<file path="src/hdl/pin_mux_pkg.sv">
// constants and carrier types for the boot strap pin multiplexer
// assumes a single 200 MHz system clock and straps stable during reset
//
// Functional notes
// RULE1: thirteen shared pins, two boot-selected functions
// RULE2: ecc strap picks check bits or gpio 15..8
// RULE3: ac link strap set: codec pins on shared
// RULE4: ac link strap clear: dma 2 and gpio
// RULE5: low power output high in halt or doze
// RULE6: clock gen reset initializes clock generator separately
// RULE7: nine-bit trace status with monitor mode out; the module has trace_status only, no monitor mode output
// RULE8: straps latched at reset release, held fixed
package pin_mux_pkg;
  // ----------------------------------------
  // widths and counts
  // ----------------------------------------
  localparam int CHECK_WIDTH = 8;          // shared check / upper gpio pins
  localparam int TRACE_WIDTH = 9;          // trace status bus
  localparam int SHARED_PINS = 13;         // total multiplexed pins
  localparam int SYNC_STAGES = 2;          // pin synchroniser depth
  localparam int GPIO_SDOUT = 2;           // index in gpio 4..2 group for sdout
  localparam int GPIO_SDIN = 1;            // index for sdin
  localparam int GPIO_BITCLK = 0;          // index for bitclk
  localparam logic [1:0] STRAP_RESET = 2'h0; // strap latch reset value

  // output and enable view of one group of two-way pins
  typedef struct packed {
    logic [CHECK_WIDTH-1:0] out;
    logic [CHECK_WIDTH-1:0] oe;
  } check_drive_type;

  typedef struct packed {
    logic [2:0] out;
    logic [2:0] oe;
  } low_gpio_drive_type;

  // latched boot configuration
  typedef struct packed {
    logic ecc;       // 1: memory check bits
    logic ac_link;   // 1: ac link mode
  } strap_type;
endpackage

</file>
<file path="src/hdl/boot_strap_pin_mux.sv">
// boot strap pin multiplexer: routes thirteen shared pins per latched straps
// assumes straps on address pins held stable while rst_n is low

module boot_strap_pin_mux (
  input wire logic clk_sys,
  input wire logic rst_n,
  // strap pins, sampled through synchronisers
  input wire logic ecc_strap,
  input wire logic ac_link_strap,
  // shared check bits pins
  input wire logic [pin_mux_pkg::CHECK_WIDTH-1:0] check_bits_in,
  output pin_mux_pkg::check_drive_type check_bits_pin,
  // shared gpio 4..2 pins
  input wire logic [2:0] gpio_low_in,
  output pin_mux_pkg::low_gpio_drive_type gpio_low_pin,
  // dma request 2 and acknowledge 2 pins
  input wire logic dma_request_in,
  output logic dma_request_out,
  output logic dma_request_oe,
  output logic dma_acknowledge_out,
  // memory controller check bits side
  input wire logic [pin_mux_pkg::CHECK_WIDTH-1:0] ecc_out,
  input wire logic [pin_mux_pkg::CHECK_WIDTH-1:0] ecc_oe,
  output logic [pin_mux_pkg::CHECK_WIDTH-1:0] ecc_in,
  // gpio unit side (bits 15..8 and 4..2)
  input wire logic [pin_mux_pkg::CHECK_WIDTH-1:0] gpio_high_out,
  input wire logic [pin_mux_pkg::CHECK_WIDTH-1:0] gpio_high_oe,
  output logic [pin_mux_pkg::CHECK_WIDTH-1:0] gpio_high_in,
  input wire logic [2:0] gpio_low_out,
  input wire logic [2:0] gpio_low_oe,
  output logic [2:0] gpio_low_core_in,
  // ac link unit side
  input wire logic codec_reset_n,
  input wire logic codec_sync,
  input wire logic codec_sdout,
  output logic codec_sdin,
  output logic codec_bitclk,
  // dma channel 2 side
  input wire logic dma_ack_core,
  output logic dma_req_core,
  // power, clock generator reset, trace
  input wire logic halt_mode,
  input wire logic doze_mode,
  output logic low_power_state_out,
  input wire logic clock_gen_reset_n,
  output logic clock_gen_init,
  input wire logic [pin_mux_pkg::TRACE_WIDTH-1:0] trace_core,
  output logic [pin_mux_pkg::TRACE_WIDTH-1:0] trace_status,
  output logic ac_link_mode,
  output logic ecc_mode
);
  import pin_mux_pkg::*;

  // ----------------------------------------
  // elaboration checks
  // ----------------------------------------
  if (CHECK_WIDTH + 5 != SHARED_PINS) begin : g_pin_count
    $error("shared pin count does not add up"); // see RULE1
  end

  // ----------------------------------------
  // synchronisers
  // ----------------------------------------
  // first stage read only by the second
  logic [1:0] strap_meta;  // strap first stage
  logic [1:0] strap_sync;  // strap second stage
  logic [CHECK_WIDTH-1:0] check_meta;
  logic [CHECK_WIDTH-1:0] check_sync;
  logic [2:0] gpio_meta;
  logic [2:0] gpio_sync;
  logic dreq_meta;
  logic dreq_sync;
  logic cgr_meta;
  logic cgr_sync;

  // pin inputs pass two flops before use
  always_ff @(posedge clk_sys or negedge rst_n) begin
    if (!rst_n) begin
      strap_meta <= 2'h0;
      strap_sync <= 2'h0;
      check_meta <= '0;
      check_sync <= '0;
      gpio_meta <= 3'h0;
      gpio_sync <= 3'h0;
      dreq_meta <= 1'h0;
      dreq_sync <= 1'h0;
    end else begin
      strap_meta <= {ecc_strap, ac_link_strap};
      strap_sync <= strap_meta;
      check_meta <= check_bits_in;
      check_sync <= check_meta;
      gpio_meta <= gpio_low_in;
      gpio_sync <= gpio_meta;
      dreq_meta <= dma_request_in;
      dreq_sync <= dreq_meta;
    end
  end

  // clock gen reset synchronised on its own; system reset does not touch it
  always_ff @(posedge clk_sys) begin
    cgr_meta <= clock_gen_reset_n;
    cgr_sync <= cgr_meta;
  end

  // ----------------------------------------
  // strap capture
  // ----------------------------------------
  // straps captured once, a fixed count after release so the sync chain is full
  strap_type strap;         // latched configuration
  logic [1:0] settle;       // edges since release
  logic captured;           // capture done

  always_ff @(posedge clk_sys or negedge rst_n) begin
    if (!rst_n) begin
      settle <= 2'h0;
      captured <= 1'h0;
      strap <= STRAP_RESET;
    end else if (!captured) begin
      if (settle == 2'(SYNC_STAGES)) begin
        strap <= strap_sync;   // see RULE8
        captured <= 1'h1;
      end else begin
        settle <= settle + 2'h1;
      end
    end
  end

  // ----------------------------------------
  // pin routing
  // ----------------------------------------
  // all outputs registered; until capture pins stay undriven for safety
  always_ff @(posedge clk_sys or negedge rst_n) begin
    if (!rst_n) begin
      check_bits_pin <= '0;
      ecc_in <= '0;
      gpio_high_in <= '0;
      ecc_mode <= 1'h0;
    end else begin
      ecc_mode <= captured & strap.ecc;
      if (captured && strap.ecc) begin
        check_bits_pin <= {ecc_out, ecc_oe};   // see RULE2
        ecc_in <= check_sync;
        gpio_high_in <= '0;
      end else if (captured) begin
        check_bits_pin <= {gpio_high_out, gpio_high_oe}; // see RULE2
        gpio_high_in <= check_sync;
        ecc_in <= '0;
      end else begin
        check_bits_pin <= '0;
        ecc_in <= '0;
        gpio_high_in <= '0;
      end
    end
  end

  // ac link versus dma 2 and low gpio
  always_ff @(posedge clk_sys or negedge rst_n) begin
    if (!rst_n) begin
      gpio_low_pin <= '0;
      dma_request_out <= 1'h0;
      dma_request_oe <= 1'h0;
      dma_acknowledge_out <= 1'h0;
      codec_sdin <= 1'h0;
      codec_bitclk <= 1'h0;
      gpio_low_core_in <= 3'h0;
      dma_req_core <= 1'h0;
      ac_link_mode <= 1'h0;
    end else begin
      ac_link_mode <= captured & strap.ac_link;
      if (captured && strap.ac_link) begin
        dma_request_out <= codec_reset_n;           // see RULE3
        dma_request_oe <= 1'h1;
        dma_acknowledge_out <= codec_sync;          // see RULE3
        gpio_low_pin.out <= 3'(codec_sdout) << GPIO_SDOUT;
        gpio_low_pin.oe <= 3'h1 << GPIO_SDOUT;     // only sdout driven
        codec_sdin <= gpio_sync[GPIO_SDIN];
        codec_bitclk <= gpio_sync[GPIO_BITCLK];
        gpio_low_core_in <= 3'h0;
        dma_req_core <= 1'h0;
      end else begin
        dma_request_out <= 1'h0;                    // see RULE4
        dma_request_oe <= 1'h0;
        dma_acknowledge_out <= captured & dma_ack_core;
        gpio_low_pin.out <= gpio_low_out;
        gpio_low_pin.oe <= captured ? gpio_low_oe : 3'h0; // see RULE4
        codec_sdin <= 1'h0;
        codec_bitclk <= 1'h0;
        gpio_low_core_in <= gpio_sync;
        dma_req_core <= dreq_sync;
      end
    end
  end

  // ----------------------------------------
  // power, clock gen reset, trace
  // ----------------------------------------
  always_ff @(posedge clk_sys or negedge rst_n) begin
    if (!rst_n) begin
      low_power_state_out <= 1'h0;
      trace_status <= '0;
    end else begin
      low_power_state_out <= halt_mode | doze_mode; // see RULE5
      trace_status <= trace_core;                   // see RULE7
    end
  end

  // initialise pulse level, independent of rst_n
  always_ff @(posedge clk_sys) begin
    clock_gen_init <= ~cgr_sync; // see RULE6
  end
endmodule // boot_strap_pin_mux

</file>
<file path="config.mk">
export PLATFORM = sky130hd
export DESIGN_NAME = boot_strap_pin_mux
export DESIGN_NICKNAME = d
export VERILOG_FILES = /design/src/hdl/pin_mux_pkg.sv /design/src/hdl/boot_strap_pin_mux.sv
export SDC_FILE = /design/constraint.sdc
export NUM_CORES = 1
export LEC_CHECK = 0
export ABC_AREA = 1
export BUFFER_PORTS_ARGS = -buffer_cell sky130_fd_sc_hd__buf_4
export CELL_PAD_IN_SITES_DETAIL_PLACEMENT = 1
export CELL_PAD_IN_SITES_GLOBAL_PLACEMENT = 1
export CORE_MARGIN = 1.5
export CORE_UTILIZATION = 32
export DETAILED_ROUTE_END_ITERATION = 8
export GPL_TIMING_DRIVEN = 0
export HOLD_SLACK_MARGIN = 0.05
export PLACE_DENSITY_LB_ADDON = 0.1
export SLEW_MARGIN = 20
export SYNTH_ARGS = -nofsm -noshare
export SYNTH_HDL_FRONTEND = slang
export SYNTH_SLANG_ARGS = --single-unit
</file>
<file path="constraint.sdc">
create_clock -name clk_sys -period 0.98 [get_ports clk_sys]
set_input_delay 0.098 -clock clk_sys [delete_from_list [all_inputs] [get_ports clk_sys]]
set_output_delay 0.098 -clock clk_sys [all_outputs]
set_load 0.01 [all_outputs]
</file>
=== Yosys cells after proc, flatten, opt, wreduce, memory -nomap -nowiden ===
Index checks and enable logic that the tools add are counted.

* Register bits: 95
* Bits of input ports: 70
* Word-level logic and storage cells: 61
* Output and inout port bits: 60

* Equal/unequal tests: 1
* Bitwise operators: 7
* Reduce and logical (&&, ||, !) cells: 4
* Add/sub/neg operators: 1
* Multiplexer cells: 16

{| class="wikitable"
|+ Operators by type and width
! cell !! number
|-
| $mux 16 || 2
|-
| $mux 8 || 3
|-
| $mux 1 || 8
|-
| $mux 3 || 2
|-
| $mux 6 || 1
|-
| $reduce_and 2->1 || 2
|-
| $and 1x1->1 || 3
|-
| $not 1->1 || 3
|-
| $add 2x1->2 const B || 1
|-
| $eq 2x2->1 const B || 1
|-
| $logic_and 1x1->1 || 2
|-
| $or 1x1->1 || 1
|}

=== Longest topological paths before layout ===
* Depth in word-level cells: 3
* Depth in mapped cells: 5
* Depth with buffers taken out: 5

=== Worst setup path before layout ===
No wires, ideal clock.

* Kind: register -> register
* From: register settle[0]
* To: register strap[0] in the netlist's numbering
* Required time: 863 ps
* Period minus slack after synthesis: 991 ps
* Stages on the path, launching flop included: 6
* Setup time: 117 ps
* Setup slack: -11 ps
* Buffers on the path: 0
* Arrival: 874 ps
* Cell sequence: dfrtp_1 inv_1 ha_1 nand2_1 nand2_1 nand2_1

* Cells in the longest elaborated chain, start to end: 2

{| class="wikitable"
|+ RTL lines
! item !! RTL line !! RTL
|-
| start: declaration || boot_strap_pin_mux.sv:110 || <nowiki>logic [1:0] settle;</nowiki>
|-
| start signal: assignment || boot_strap_pin_mux.sv:123 || <nowiki>settle <= settle + 2'h1;</nowiki>
|-
| $eq 2x2->1 || boot_strap_pin_mux.sv:119 || <nowiki>if (settle == 2'(SYNC_STAGES)) begin</nowiki>
|-
| $reduce_and 2->1 (no source line) || n/a ||
|-
| end signal: assignment || boot_strap_pin_mux.sv:120 || <nowiki>strap <= strap_sync;</nowiki>
|-
| end: declaration || boot_strap_pin_mux.sv:109 || <nowiki>strap_type strap;</nowiki>
|}

No other way between the ends.
A chain may end at the register's enable or synchronous reset.

=== Final worst setup path ===
* From: register captured
* To: register settle[1]

* Cells in the longest elaborated chain, start to end: 2

{| class="wikitable"
|+ RTL lines
! item !! RTL line !! RTL
|-
| start: declaration || boot_strap_pin_mux.sv:111 || <nowiki>logic captured;</nowiki>
|-
| start signal: assignment || boot_strap_pin_mux.sv:116 || <nowiki>captured <= 1'h0;</nowiki>
|-
| start signal: assignment || boot_strap_pin_mux.sv:121 || <nowiki>captured <= 1'h1;</nowiki>
|-
| $not 1->1 (no source line) || n/a ||
|-
| $reduce_and 2->1 (no source line) || n/a ||
|}

No other way between the ends.

==> impl_metrics.sql <==
INSERT INTO impl_metrics (metric_group, metric, value, unit) VALUES
('die', 'initial_core_util', '32.60', '%'),
('die', 'floorplan.rows', '35', ''),
('final_layout', 'seqCellArea', '0.002337', 'sq mm'),
('logic_synthesis', 'post_synth_main_area_contributors', 'sky130_fd_sc_hd__dfrtp_1 76%, sky130_fd_sc_hd__nand3_1 6.0%, sky130_fd_sc_hd__nand2_1 3.8%, sky130_fd_sc_hd__nor2_1 3.4%, sky130_fd_sc_hd__inv_1 3.3%', ''),
('die', 'core_area', '0.009153', 'sq mm'),
('global_route', 'grt_usage', '17.99', '%'),
('timing', 'rsz0062_at_grt', 'true', ''),
('clock_tree', 'cts_tree', 'yes', ''),
('logic_synthesis', 'postSynth.topFlopCell', 'sky130_fd_sc_hd__dfrtp_1', ''),
('logic_synthesis', 'net_count_after_synthesis', '303', ''),
('timing', 'finalClockSkew', '0.009760', 'ns'),
('setup_path', 'critPathMaxFanout', '7', ''),
('die', 'ports_placed_on_the_boundary', '130', ''),
('setup_path', 'worstPathCellList', 'buf_12 -> buf_12 -> nor2_4 -> nand2_2 -> nand2_1', ''),
('setup_path', 'worst-setup-path-type', 'reg2reg', ''),
('timing', 'layout_worst_path_cycle_share', '114.5', '%'),
('clock_tree', 'cts-root-buf', 'sky130_fd_sc_hd__clkbuf_8', ''),
('logic_synthesis', 'postSynthAreaPerCell', '12.86', 'sq um'),
('status', 'status', 'finished, violations left', ''),
('logic_synthesis', 'asr_flop_ratio_synth', '96.81', '%'),
('die', 'floorplan.die.height', '99.57', 'um'),
('timing', 'timing_worst_slew_pin_value', '0.3943', 'ns'),
('logic_synthesis', 'number_of_synthesized_flops_with_an_enable_pin', '0', ''),
('timing', 'final.min_clock_period', '1.122', 'ns'),
('logic_synthesis', 'post_synth_instance_area', '0.002984', 'sq mm'),
('placed_design', 'globalplace.congestion', '0.7180', ''),
('placed_design', 'io_buffer_count', '129', ''),
('global_route', 'first_global_vias', '2765', ''),
('setup_path', 'worstPathRequired', '1.28', 'ns'),
('final_layout', 'finish.net_count', '530', ''),
('logic_synthesis', 'area_share_of_the_leading_cell_type_in_the_synthesized_netlist', '76.31', '%'),
('final_layout', 'most-common-layout-cells', '91 x sky130_fd_sc_hd__dfrtp_1, 80 x sky130_fd_sc_hd__buf_4, 69 x sky130_fd_sc_hd__dlygate4sd3_1', ''),
('timing', 'setup_slack', '-0.1417', 'ns'),
('setup_path', 'worst_setup_path_end_kind', 'register', ''),
('final_layout', 'fillCellCount', '880', ''),
('setup_path', 'r2r_setup_slack', '-0.14', 'ns'),
('logic_synthesis', 'yosysWarningCount', '0', ''),
('clock_tree', 'clock_tree.htree_level_count', '3', ''),
('global_route', 'grt_antenna_before_repair', '1', ''),
('final_layout', 'layout.cells.most_common', 'sky130_fd_sc_hd__dfrtp_1', ''),
('route', 'ant_nets', '0', ''),
('route', 'number_of_iterations_in_the_first_detailed_routing_pass', '4', ''),
('placed_design', 'dp.final_hpwl', '4.974', 'mm'),
('logic_synthesis', 'netlist.top_cell.by_area', 'sky130_fd_sc_hd__dfrtp_1', ''),
('final_layout', 'area_growth', '98.95', '%'),
('route', 'routed_via_density', '4.441', ''),
('final_layout', 'area_of_the_multi_input_gates', '860.8', 'sq um'),
('power_and_ir_drop', 'power_density', '1356', 'mW/mm^2'),
('route', 'drt-total-wl', '10.11', 'mm'),
('status', 'violations', 'setup timing', ''),
('route', 'avgRoutedWirePerCell', '17.56', 'um'),
('clock_tree', 'clk_pin_slew_worst_paths', '0.10', 'ns'),
('power_and_ir_drop', 'vdd.ir_drop.worst', '0.7339', 'mV'),
('die', 'die_w', '99.57', 'um'),
('clock_tree', 'tritoncts_num_sinks', '94', ''),
('logic_synthesis', 'seq_area_frac_synth', '78.32', '%'),
('final_layout', 'final_layout_size_suffix_gt1_share', '52.16', '%'),
('logic_synthesis', 'synthesis.instances', '232', ''),
('global_route', 'grt_pass1_wl', '13.54', 'mm'),
('clock_tree', 'cts_max_path_buffers', '2', ''),
('min_path', 'timing.hold.worst.class', 'in2async', ''),
('setup_path', 'critical_path.max_stage_delay', '0.46', 'ns'),
('timing', 'timing_max_transition_violations_final', '0', ''),
('timing', 'final_layout_worst_hold_slack', '0.2049', 'ns'),
('setup_path', 'critPathArrivalTime', '1.42', 'ns'),
('logic_synthesis', 'yosys.cell_types.count', '17', ''),
('timing', 'timing.max_slew.rel_slack', '73.72', '%'),
('timing', 'setup_viol', '45', ''),
('clock_tree', 'cts_buffers', '9', ''),
('power_and_ir_drop', 'totalPowerFinal', '8052', 'uW'),
('logic_synthesis', 'synth_seq_cells', '94', '');
metrics by stage:
step / setup WS, ns / TNS, ns / utilization (%) / instances / area, sq um
after floorplan: 0.04139 / 0 / - / 232 / 2987
after global placement: -0.1393 / -12.06 / 44.73 / 472 / 4094
after detailed placement: -0.1023 / -0.4263 / 45.03 / 473 / 4121
after CTS: -0.1225 / -0.3139 / 57.72 / 562 / 5283
after global routing: -0.1839 / -4.557 / 64.87 / 576 / 5937
final: -0.1417 / -2.313 / 64.87 / 576 / 5937
cells in the mapped netlist (2+ instances only):
cell	n
sky130_fd_sc_hd__inv_1	26
sky130_fd_sc_hd__nand3_1	36
sky130_fd_sc_hd__nand2_2	2
sky130_fd_sc_hd__dfxtp_1	3
sky130_fd_sc_hd__nand2_1	30
sky130_fd_sc_hd__nor2_1	27
sky130_fd_sc_hd__buf_4	4
sky130_fd_sc_hd__buf_6	4
sky130_fd_sc_hd__dfrtp_1	91
sky130_fd_sc_hd__o21ai_1	2
final timing paths:
check	startpoint	to	cells after the start
worst max-delay path	captured	settle[1]	5
worst min-delay path	rst_n	ecc_in[3]	2
worst min register to register	cgr_meta	cgr_sync	0
min in group clk_sys	cgr_meta	cgr_sync	0
worst max register to register	captured	settle[1]	5
max in group asynchronous	rst_n	check_bits_pin[2]	3
what timing repair did:
| action | CTS | global route |
|---|---|---|
| gates cloned | 1 | 6 |
| gates resized for setup | 64 | 109 |
| setup endpoints to repair | 76 | 148 |
| pin swaps | 2 | 24 |
| endpoints found under the hold margin | 89 | 0 |
| buffers inserted | 3 | 7 |
| hold buffers | 69 | 0 |
registers in the layout, summed over array words and instances (netlist names), 2 cells and up:
signal and count:
check_bits_pin 16, trace_status 9, check_meta 8, check_sync 8, ecc_in 8, gpio_high_in 8
gpio_low_pin 6, gpio_low_core_in 3, gpio_meta 3, gpio_sync 3, settle 2, strap 2
strap_meta 2, strap_sync 2
report_power, final:
part	leakage, uW	total [uW]	internal, uW	switching (uW)
Combinational	0.00168	1320	786	537
Sequential	0.00112	4180	4080	95.1
Clock	0.000100	2550	1050	1510
area by class of cell:
| type | instances | area share (%) |
|---|---|---|
| buffer | 9 | 2.424 |
| clock inverter | 6 | 0.8641 |
| sequential | 94 | 39.37 |
| inverter | 27 | 2.171 |
| timing repair buffer | 215 | 35.97 |
| antenna | 1 | 0.04215 |
| tap | 111 | 2.339 |
| multi-input combinational | 103 | 14.50 |
| clock buffer | 10 | 2.318 |
cells by family (layout without fill, tap and decap cells):
group | after synthesis | after routing | share of synthesized area, %
AOI/OAI and AO/OA | 3 | 3 | 0.5030
adders and majority gates | 1 | 1 | 0.4192
buffers and inverters | 36 | 267 | 6.163
DFF | 94 | 94 | 78.32
other | 0 | 1 | 0
and+or+nand+nor | 98 | 99 | 14.59
per-layer routing:
| metal | GRT usage, % | routed length [um] |
|---|---|---|
| met1 | 21.09 | 3899 |
| met4 | 7.692 | 216 |
| met2 | 32.03 | 5651 |
| met3 | 3.654 | 344 |
| met5 | 0 | 0 |
critical path: cells and delay by family (launching register included):
family | cells | cell delay, ns
buffers and inverters | 2 | 0.34
and+or+nand+nor | 3 | 0.25
DFF | 1 | 0.46
Note: power is estimated with default switching activity, not from simulation.
